--- config.mk ---
export PLATFORM = sky130hd
export DESIGN_NAME = rcc_config_bank
export DESIGN_NICKNAME = d
export VERILOG_FILES = /design/src/rtl/rcc_pkg.sv /design/src/rtl/rcc_limit_cmp.sv /design/src/rtl/rcc_config_bank.sv
export SDC_FILE = /design/constraint.sdc
export NUM_CORES = 1
export LEC_CHECK = 0
export ABC_AREA = 0
export BUFFER_PORTS_ARGS = -buffer_cell sky130_fd_sc_hd__buf_4
export CAP_MARGIN = 40
export CELL_PAD_IN_SITES_DETAIL_PLACEMENT = 1
export CELL_PAD_IN_SITES_GLOBAL_PLACEMENT = 2
export CORE_ASPECT_RATIO = 0.5
export CORE_MARGIN = 4
export CORE_UTILIZATION = 35
export CTS_BUF_LIST = sky130_fd_sc_hd__clkbuf_2
export DETAILED_ROUTE_END_ITERATION = 7
export PLACE_DENSITY = 0.87
export REMOVE_ABC_BUFFERS = 1
export SLEW_MARGIN = 20
export SYNTH_ARGS = -nofsm -noshare
export SYNTH_HDL_FRONTEND = slang
export SYNTH_SLANG_ARGS = --single-unit
--- constraint.sdc ---
create_clock -name core_clk_i -period 2.2 [get_ports core_clk_i]
set_input_delay 0.11 -clock core_clk_i [delete_from_list [all_inputs] [get_ports core_clk_i]]
set_output_delay 0.11 -clock core_clk_i [all_outputs]
set_load 0.02 [all_outputs]
--- src/rtl/rcc_pkg.sv ---
package rcc_pkg;

   localparam logic [7:0] RCC_MAIN_OFS = 8'h11;
   localparam logic [7:0] RCC_LIMLO_OFS = 8'h12;
   localparam logic [7:0] RCC_SCALE_OFS = 8'h13;
   localparam logic [7:0] RCC_INVR_OFS = 8'h14;
   localparam logic [7:0] RCC_BEMF_OFS = 8'h15;

   localparam logic [7:0] RCC_MAIN_RST = 8'h88;
   localparam logic [7:0] RCC_LIMLO_RST = 8'hFF;
   localparam logic [7:0] RCC_SCALE_RST = 8'h7F;
   localparam logic [7:0] RCC_INVR_RST = 8'h00;
   localparam logic [7:0] RCC_BEMF_RST = 8'h00;

   localparam int RCC_EN_BIT = 7;
   localparam int RCC_ECDIS_BIT = 6;
   localparam int RCC_FLOAT_BIT = 5;
   localparam int RCC_FGAIN_LSB = 3;
   localparam int RCC_CGAIN_LSB = 0;
   localparam int RCC_INVRM_LSB = 6;
   localparam int RCC_BEMFM_LSB = 4;
   localparam int RCC_LIMM_LSB = 2;
   localparam int RCC_LIMHI_LSB = 0;

   localparam int RCC_TALLY_W = 16;

   typedef struct packed {
      logic ripple_count_enable;
      logic error_correct_disable;
      logic bridge_float_on_limit;
      logic [4:0] filter_input_gain;
      logic [1:0] current_scale;
      logic [13:0] inverse_resistance_multiplier;
      logic [17:0] backemf_constant_multiplier;
      logic [7:0] inverse_resistance;
      logic [7:0] backemf_constant;
   } rcc_cfg_type;

   typedef struct packed {
      logic wr;
      logic [7:0] addr;
      logic [7:0] wdata;
   } rcc_req_type;
endpackage : rcc_pkg

--- src/rtl/rcc_limit_cmp.sv ---
`timescale 1ns/1ps
module rcc_limit_cmp (
   input wire logic core_clk_i,
   input wire logic rst_n_i,
   input wire logic [9:0] limit_i,
   input wire logic [1:0] mult_sel_i,
   input wire logic [rcc_pkg::RCC_TALLY_W-1:0] tally_i,
   input wire logic active_i,
   output logic over_o
);
   import rcc_pkg::*;

   typedef struct packed {
      logic [15:0] eff;
      logic over;
   } rcc_cmp_type;

   rcc_cmp_type st_reg;
   rcc_cmp_type st_next;

   function automatic logic [15:0] scale_limit(input logic [9:0] v,
                                                input logic [1:0] s);
      case (s)
         2'h0: scale_limit = {5'h00, v, 1'h0};
         2'h1: scale_limit = {3'h0, v, 3'h0};
         2'h2: scale_limit = {2'h0, v, 4'h0};
         default: scale_limit = {v, 6'h00};
      endcase
   endfunction : scale_limit

   always_comb begin
      st_next = st_reg;
      st_next.eff = scale_limit(limit_i, mult_sel_i);
      st_next.over = active_i && (tally_i > st_reg.eff);
   end

   always_ff @(posedge core_clk_i or negedge rst_n_i) begin
      if (!rst_n_i) begin
         st_reg <= '0;
      end else begin
         st_reg <= st_next;
      end
   end

   assign over_o = st_reg.over;
endmodule : rcc_limit_cmp

--- src/rtl/rcc_config_bank.sv ---
`timescale 1ns/1ps
module rcc_config_bank (
   input wire logic core_clk_i,
   input wire logic rst_n_i,
   input wire rcc_pkg::rcc_req_type req_i,
   input wire logic [rcc_pkg::RCC_TALLY_W-1:0] ripple_tally_i,
   output logic [7:0] rdata_o,
   output rcc_pkg::rcc_cfg_type cfg_o,
   output logic limit_over_o,
   output logic bridge_hiz_o
);
   import rcc_pkg::*;

   typedef struct packed {
      logic [7:0] main_ctl;
      logic [7:0] lim_lo;
      logic [7:0] scale_sel;
      logic [7:0] invr;
      logic [7:0] bemf;
      logic [9:0] lim_shadow;
      logic [7:0] rdata;
      rcc_cfg_type cfg;
      logic hiz;
   } rcc_state_type;

   rcc_state_type st_reg;
   rcc_state_type st_next;
   logic over;

   function automatic logic [13:0] invr_mult(input logic [1:0] s);
      case (s)
         2'h0: invr_mult = 14'h0002;
         2'h1: invr_mult = 14'h0040;
         2'h2: invr_mult = 14'h0400;
         default: invr_mult = 14'h2000;
      endcase
   endfunction : invr_mult

   // 24 * 2^n built as 3 << (n+3)
   // the largest value needs 18 bits
   function automatic logic [17:0] bemf_mult(input logic [1:0] s);
      case (s)
         2'h0: bemf_mult = 18'h01800;
         2'h1: bemf_mult = 18'h03000;
         2'h2: bemf_mult = 18'h18000;
         default: bemf_mult = 18'h30000;
      endcase
   endfunction : bemf_mult

   always_comb begin
      st_next = st_reg;
      if (req_i.wr) begin
         case (req_i.addr)
            RCC_MAIN_OFS: st_next.main_ctl = req_i.wdata;
            RCC_LIMLO_OFS: st_next.lim_lo = req_i.wdata;
            RCC_SCALE_OFS: st_next.scale_sel = req_i.wdata;
            RCC_INVR_OFS: st_next.invr = req_i.wdata;
            RCC_BEMF_OFS: st_next.bemf = req_i.wdata;
            default: ;
         endcase
      end
      // both halves copied together every cycle, so after a write to one half the compare sees it with the other half's old value
      st_next.lim_shadow = {st_reg.scale_sel[RCC_LIMHI_LSB +: 2],
                            st_reg.lim_lo};
      case (req_i.addr)
         RCC_MAIN_OFS: st_next.rdata = st_reg.main_ctl;
         RCC_LIMLO_OFS: st_next.rdata = st_reg.lim_lo;
         RCC_SCALE_OFS: st_next.rdata = st_reg.scale_sel;
         RCC_INVR_OFS: st_next.rdata = st_reg.invr;
         RCC_BEMF_OFS: st_next.rdata = st_reg.bemf;
         default: st_next.rdata = 8'h00;
      endcase
      st_next.cfg.ripple_count_enable = st_reg.main_ctl[RCC_EN_BIT];
      st_next.cfg.error_correct_disable =
         st_reg.main_ctl[RCC_ECDIS_BIT];
      st_next.cfg.bridge_float_on_limit =
         st_reg.main_ctl[RCC_FLOAT_BIT];
      st_next.cfg.filter_input_gain =
         5'h02 << st_reg.main_ctl[RCC_FGAIN_LSB +: 2];
      // both bits of the current select pass to current_scale unchanged
      st_next.cfg.current_scale =
         st_reg.main_ctl[RCC_CGAIN_LSB +: 2];
      st_next.cfg.inverse_resistance_multiplier =
         invr_mult(st_reg.scale_sel[RCC_INVRM_LSB +: 2]);
      st_next.cfg.backemf_constant_multiplier =
         bemf_mult(st_reg.scale_sel[RCC_BEMFM_LSB +: 2]);
      st_next.cfg.inverse_resistance = st_reg.invr;
      st_next.cfg.backemf_constant = st_reg.bemf;
      // float only while enabled; clearing the bit re-enables the bridge
      st_next.hiz = over && st_reg.main_ctl[RCC_FLOAT_BIT];
   end

   always_ff @(posedge core_clk_i or negedge rst_n_i) begin
      if (!rst_n_i) begin
         st_reg <= '0;
         st_reg.main_ctl <= RCC_MAIN_RST;
         st_reg.lim_lo <= RCC_LIMLO_RST;
         st_reg.scale_sel <= RCC_SCALE_RST;
         st_reg.invr <= RCC_INVR_RST;
         st_reg.bemf <= RCC_BEMF_RST;
         st_reg.lim_shadow <= {RCC_SCALE_RST[RCC_LIMHI_LSB +: 2],
                               RCC_LIMLO_RST};
      end else begin
         st_reg <= st_next;
      end
   end

   rcc_limit_cmp u_cmp (
      .core_clk_i(core_clk_i),
      .rst_n_i(rst_n_i),
      .limit_i(st_reg.lim_shadow),
      .mult_sel_i(st_reg.scale_sel[RCC_LIMM_LSB +: 2]),
      .tally_i(ripple_tally_i),
      .active_i(st_reg.main_ctl[RCC_EN_BIT]),
      .over_o(over)
   );

   assign rdata_o = st_reg.rdata;
   assign cfg_o = st_reg.cfg;
   assign limit_over_o = over;
   assign bridge_hiz_o = st_reg.hiz;
endmodule : rcc_config_bank

==> results_tabular.tex <==
\begin{tabular}{lr}
\hline
Metric & Value \\
\hline
\multicolumn{2}{l}{\textbf{STA}} \\
\quad Final number of hold-violating endpoints & 0 \\
\quad Worst slew pin tran & 0.5645 ns \\
\quad Crit path time final & 2.104 ns \\
\quad Setup repair after global routing missed its margin & false \\
\quad Minimum setup slack in the final design & 0.09633 ns \\
\quad Final count of negative-setup-slack endpoints & 0 \\
\quad Final TNS setup & 0 ns \\
\quad Slew headroom & 62.37\% \\
\quad Clock Skew & 0.02422 ns \\
\quad Final worst-path cycle share & 95.62\% \\
\quad Achievable frequency & 475.4 MHz \\
\quad Fin. max-slew vios & 0 \\
\multicolumn{2}{l}{\textbf{Floorplan}} \\
\quad X dimension of the die & 176.8 µm \\
\quad Core outline area & 0.01374 mm² \\
\quad Chip Height & 92.38 µm \\
\quad Count of standard-cell rows & 30 \\
\quad Overall die area & 0.01633 mm² \\
\quad Initial standard-cell utilization of the core & 36.28\% \\
\quad Num ports & 103 \\
\multicolumn{2}{l}{\textbf{Route}} \\
\quad Antenna violation net count after detailed routing & 0 \\
\quad Detailed Route WL & 10590 µm \\
\quad Drt via density & 4.412 \\
\quad Routed wire per std cell & 16.92 µm \\
\quad Number of vias in the routed layout & 2762 \\
\quad Number of detailed-routing iterations run before antenna repair & 4 \\
\quad Violation count after the first detailed-routing iteration & 151 \\
\quad Total DRC errors in the routed layout & 0 \\
\multicolumn{2}{l}{\textbf{Setup path}} \\
\quad Slack of the worst reg-to-reg path & 0.71 ns \\
\quad Classification of the worst setup path & in -> reg \\
\quad Ordered list of cells on the worst path & dlygate4sd3\_1 -> buf\_4 -> nor4b\_2 -> dlygate4sd3\_1 -> buf\_4 -> nand4\_2 -> mux2\_2 \\
\quad WP depth & 7 \\
\quad Biggest cell delay along the critical path & 0.60 ns \\
\quad Source of the critical timing path & req\_i[15] \\
\quad Worst path buffer plus inverter count & 4 \\
\quad Maximum fanout along the worst path & 10 \\
\quad Crit-path leading delay family & buffers and inverters \\
\quad Reg-to-Reg End & u\_cmp.over\_o \\
\quad Cell count of the worst reg-to-reg path & 5 \\
\quad Worst EP required & 2.70 ns \\
\quad Critical path's slowest cell & dlygate4sd3\_1 \\
\quad Worst EP arrival & 2.60 ns \\
\quad Origin of the critical flop-to-flop path & u\_cmp.st\_reg[15] \\
\quad Sort of element at the end of the critical path & register \\
\quad Critical Path Start Type & primary input \\
\quad Critical path destination & st\_next[15] \\
\multicolumn{2}{l}{\textbf{Final layout}} \\
\quad Flip-flop count of the largest register after layout & 35 \\
\quad N\_diodes & 0 \\
\quad Synthesis-to-finish area growth & 12.15\% \\
\quad \# nets final & 479 \\
\quad Ratio of cells with drive above 1 in the final layout & 39.63\% \\
\quad Filler cell count in the final layout & 1500 \\
\multicolumn{2}{l}{\textbf{Clock tree}} \\
\quad Number of post-CTS setup repair buffers & 0 \\
\quad Number of clock buffers inserted by TritonCTS & 9 \\
\quad Longest Clk Path Bufs & 2 \\
\quad Clock sink count & 110 \\
\quad Number of levels in the clock H-tree & 3 \\
\quad TritonCTS clock tree & yes \\
\quad Post-CTS resize count & 0 \\
\quad Clk slew on worst S/H paths & 0.27 ns \\
\quad Source-to-sink clock delay at the later pin of the worst-skew pair & 0.59 ns \\
\quad Root Driver & clkbuf\_2 \\
\quad CTS Hold Bufs & 11 \\
\multicolumn{2}{l}{\textbf{Global route}} \\
\quad First-pass GRT wire length & 17300 µm \\
\quad Grt ovf & 0 \\
\quad Via count of the first global-routing pass & 3023 \\
\quad Pin count of the biggest net entering global routing & 40 \\
\quad GR Util All Layers & 13.63\% \\
\quad Antenna violations before repair & 0 \\
\multicolumn{2}{l}{\textbf{Power}} \\
\quad Maximum vdd drop & 0.2199 mV \\
\quad Total leakage power & 2.800 nW \\
\quad Total power after layout & 3.429 mW \\
\quad Power Density & 613.6 mW/mm² \\
\multicolumn{2}{l}{\textbf{Yosys}} \\
\quad Post-synthesis sequential area ratio & 55.91\% \\
\quad Synth Cell Area & 0.004984 mm² \\
\quad Count of synthesis-stage warnings from yosys & 0 \\
\quad Number of different library cells in the post-synthesis netlist & 35 \\
\quad Largest cells by area after synthesis & dfrtp\_1 (42\%), dfstp\_2 (14\%), buf\_4 (10\%), mux2\_4 (9.6\%), mux2i\_1 (4.8\%) \\
\quad Flip-flop cell with the highest count after synthesis & dfrtp\_1 \\
\quad Cell taking the most area after synthesis & dfrtp\_1 \\
\quad Share of the synthesized area in the top cell type & 41.68\% \\
\quad Number of synthesized flops with an enable pin & 0 \\
\quad Dominant cell by count in the synthesized netlist & dfrtp\_1 \\
\quad Post-synth top cells & dfrtp\_1 (83), buf\_4 (68), mux2\_4 (32) \\
\quad Synthesis-stage register bit count & 110 \\
\quad Proportion of synthesized flip-flops having asynchronous set or reset & 100.0\% \\
\quad Average size of a mapped cell & 13.22 µm² \\
\quad Cells after Synth & 377 \\
\multicolumn{2}{l}{\textbf{Place}} \\
\quad Buffers on Ports & 79 \\
\quad Pre-CTS worst setup slack & 0.3401 ns \\
\quad HPWL after detailed placement & 7857 µm \\
\quad Routability congestion estimate from global placement & 0.7941 \\
\multicolumn{2}{l}{\textbf{Worst hold path}} \\
\quad Class of the tightest hold or removal check & in -> async \\
\multicolumn{2}{l}{\textbf{Flow run}} \\
\quad Max-cap violations & 0 \\
\multicolumn{2}{l}{\textbf{Status}} \\
\quad Run status & finished, final reports clean \\
\hline
\end{tabular}
[per-stage QoR]
stage / instances / util [%] / hold WS, ns / instance area (µm²)
floorplan: 320 / - / -0.1856 / 4494
global placement: 597 / 39.11 / 0.1831 / 5373
detailed placement: 597 / 39.11 / 0.1966 / 5373
CTS: 624 / 40.54 / 0.02513 / 5569
global route: 626 / 40.68 / 0.01464 / 5589
finish: 626 / 40.68 / 0.08838 / 5589
[layout by cell type (no fill, tap or decap), drive strengths merged]
cell type / n
a211oi: 1
a21oi: 12
a22o: 10
a31oi: 1
and2: 4
and3: 3
buf: 85
clkbuf: 10
clkinv: 4
conb: 23
dfrtp: 83
dfstp: 27
dlygate4sd3: 13
ha: 15
inv: 20
mux2: 42
mux2i: 24
nand2: 8
nand2b: 1
nand3: 1
nand3b: 1
nand4: 4
nand4b: 1
nor2: 11
nor2b: 9
nor3b: 2
nor4b: 1
o21ai: 5
o22ai: 8
o41ai: 1
or3: 4
[worst min-delay path by stage]
stage                         to  slack (ns)  depth (start not counted)
floorplan           bridge_hiz_o       -0.19                          0
global placement      st_next[9]        0.18                          2
detailed placement    rdata_o[3]        0.20                          2
CTS                    cfg_o[48]        0.03                          3
global route        u_cmp.over_o        0.01                          4
finish                rdata_o[0]        0.09                          3
[cells by family after synthesis]
family	count (synthesis)	share of synthesized area (%)
flops	110	55.91
simple gates	50	5.774
fa+ha+maj	15	3.766
other cells	1	0.07525
buf+inv	97	12.83
compound gates	38	4.921
mux	66	16.72
[where the power goes]
| group | internal (mW) | switching, mW | leakage (nW) |
|---|---|---|---|
| sequential | 2.13 | 0.0655 | 1.41 |
| clock | 0.154 | 0.640 | 0.0639 |
| combinational | 0.197 | 0.240 | 1.33 |
[layer usage]
| layer | up-vias | routed length (µm) | GRT usage (%) |
|---|---|---|---|
| met4 | 0 | 93 | 4.054 |
| met5 | - | 0 | 0 |
| met1 | 1388 | 4900 | 18.75 |
| met3 | 7 | 507 | 2.855 |
| met2 | 67 | 5088 | 21.86 |
| li1 | 1300 | - | - |
[worst reg2reg max path, cell delays in order (launching register included)]
cell and delay, ns:
dfrtp_1 0.39, inv_1 0.04, ha_1 0.30, nand4_1 0.15
o41ai_1 0.38, a31oi_1 0.13
[final cells by class]
type                    count  area, µm²  share of cell area [%]
flip-flops and latches    110       2786                   49.85
multi-input cells         192       1640                   29.35
repair buffers             98      768.2                   13.75
well taps                 192      240.2                   4.298
inverters                  18      67.56                   1.209
clock buffers              10      50.05                  0.8955
clock inverters             6      36.28                  0.6492
No activity file was read; power rests on OpenSTA's default activity.
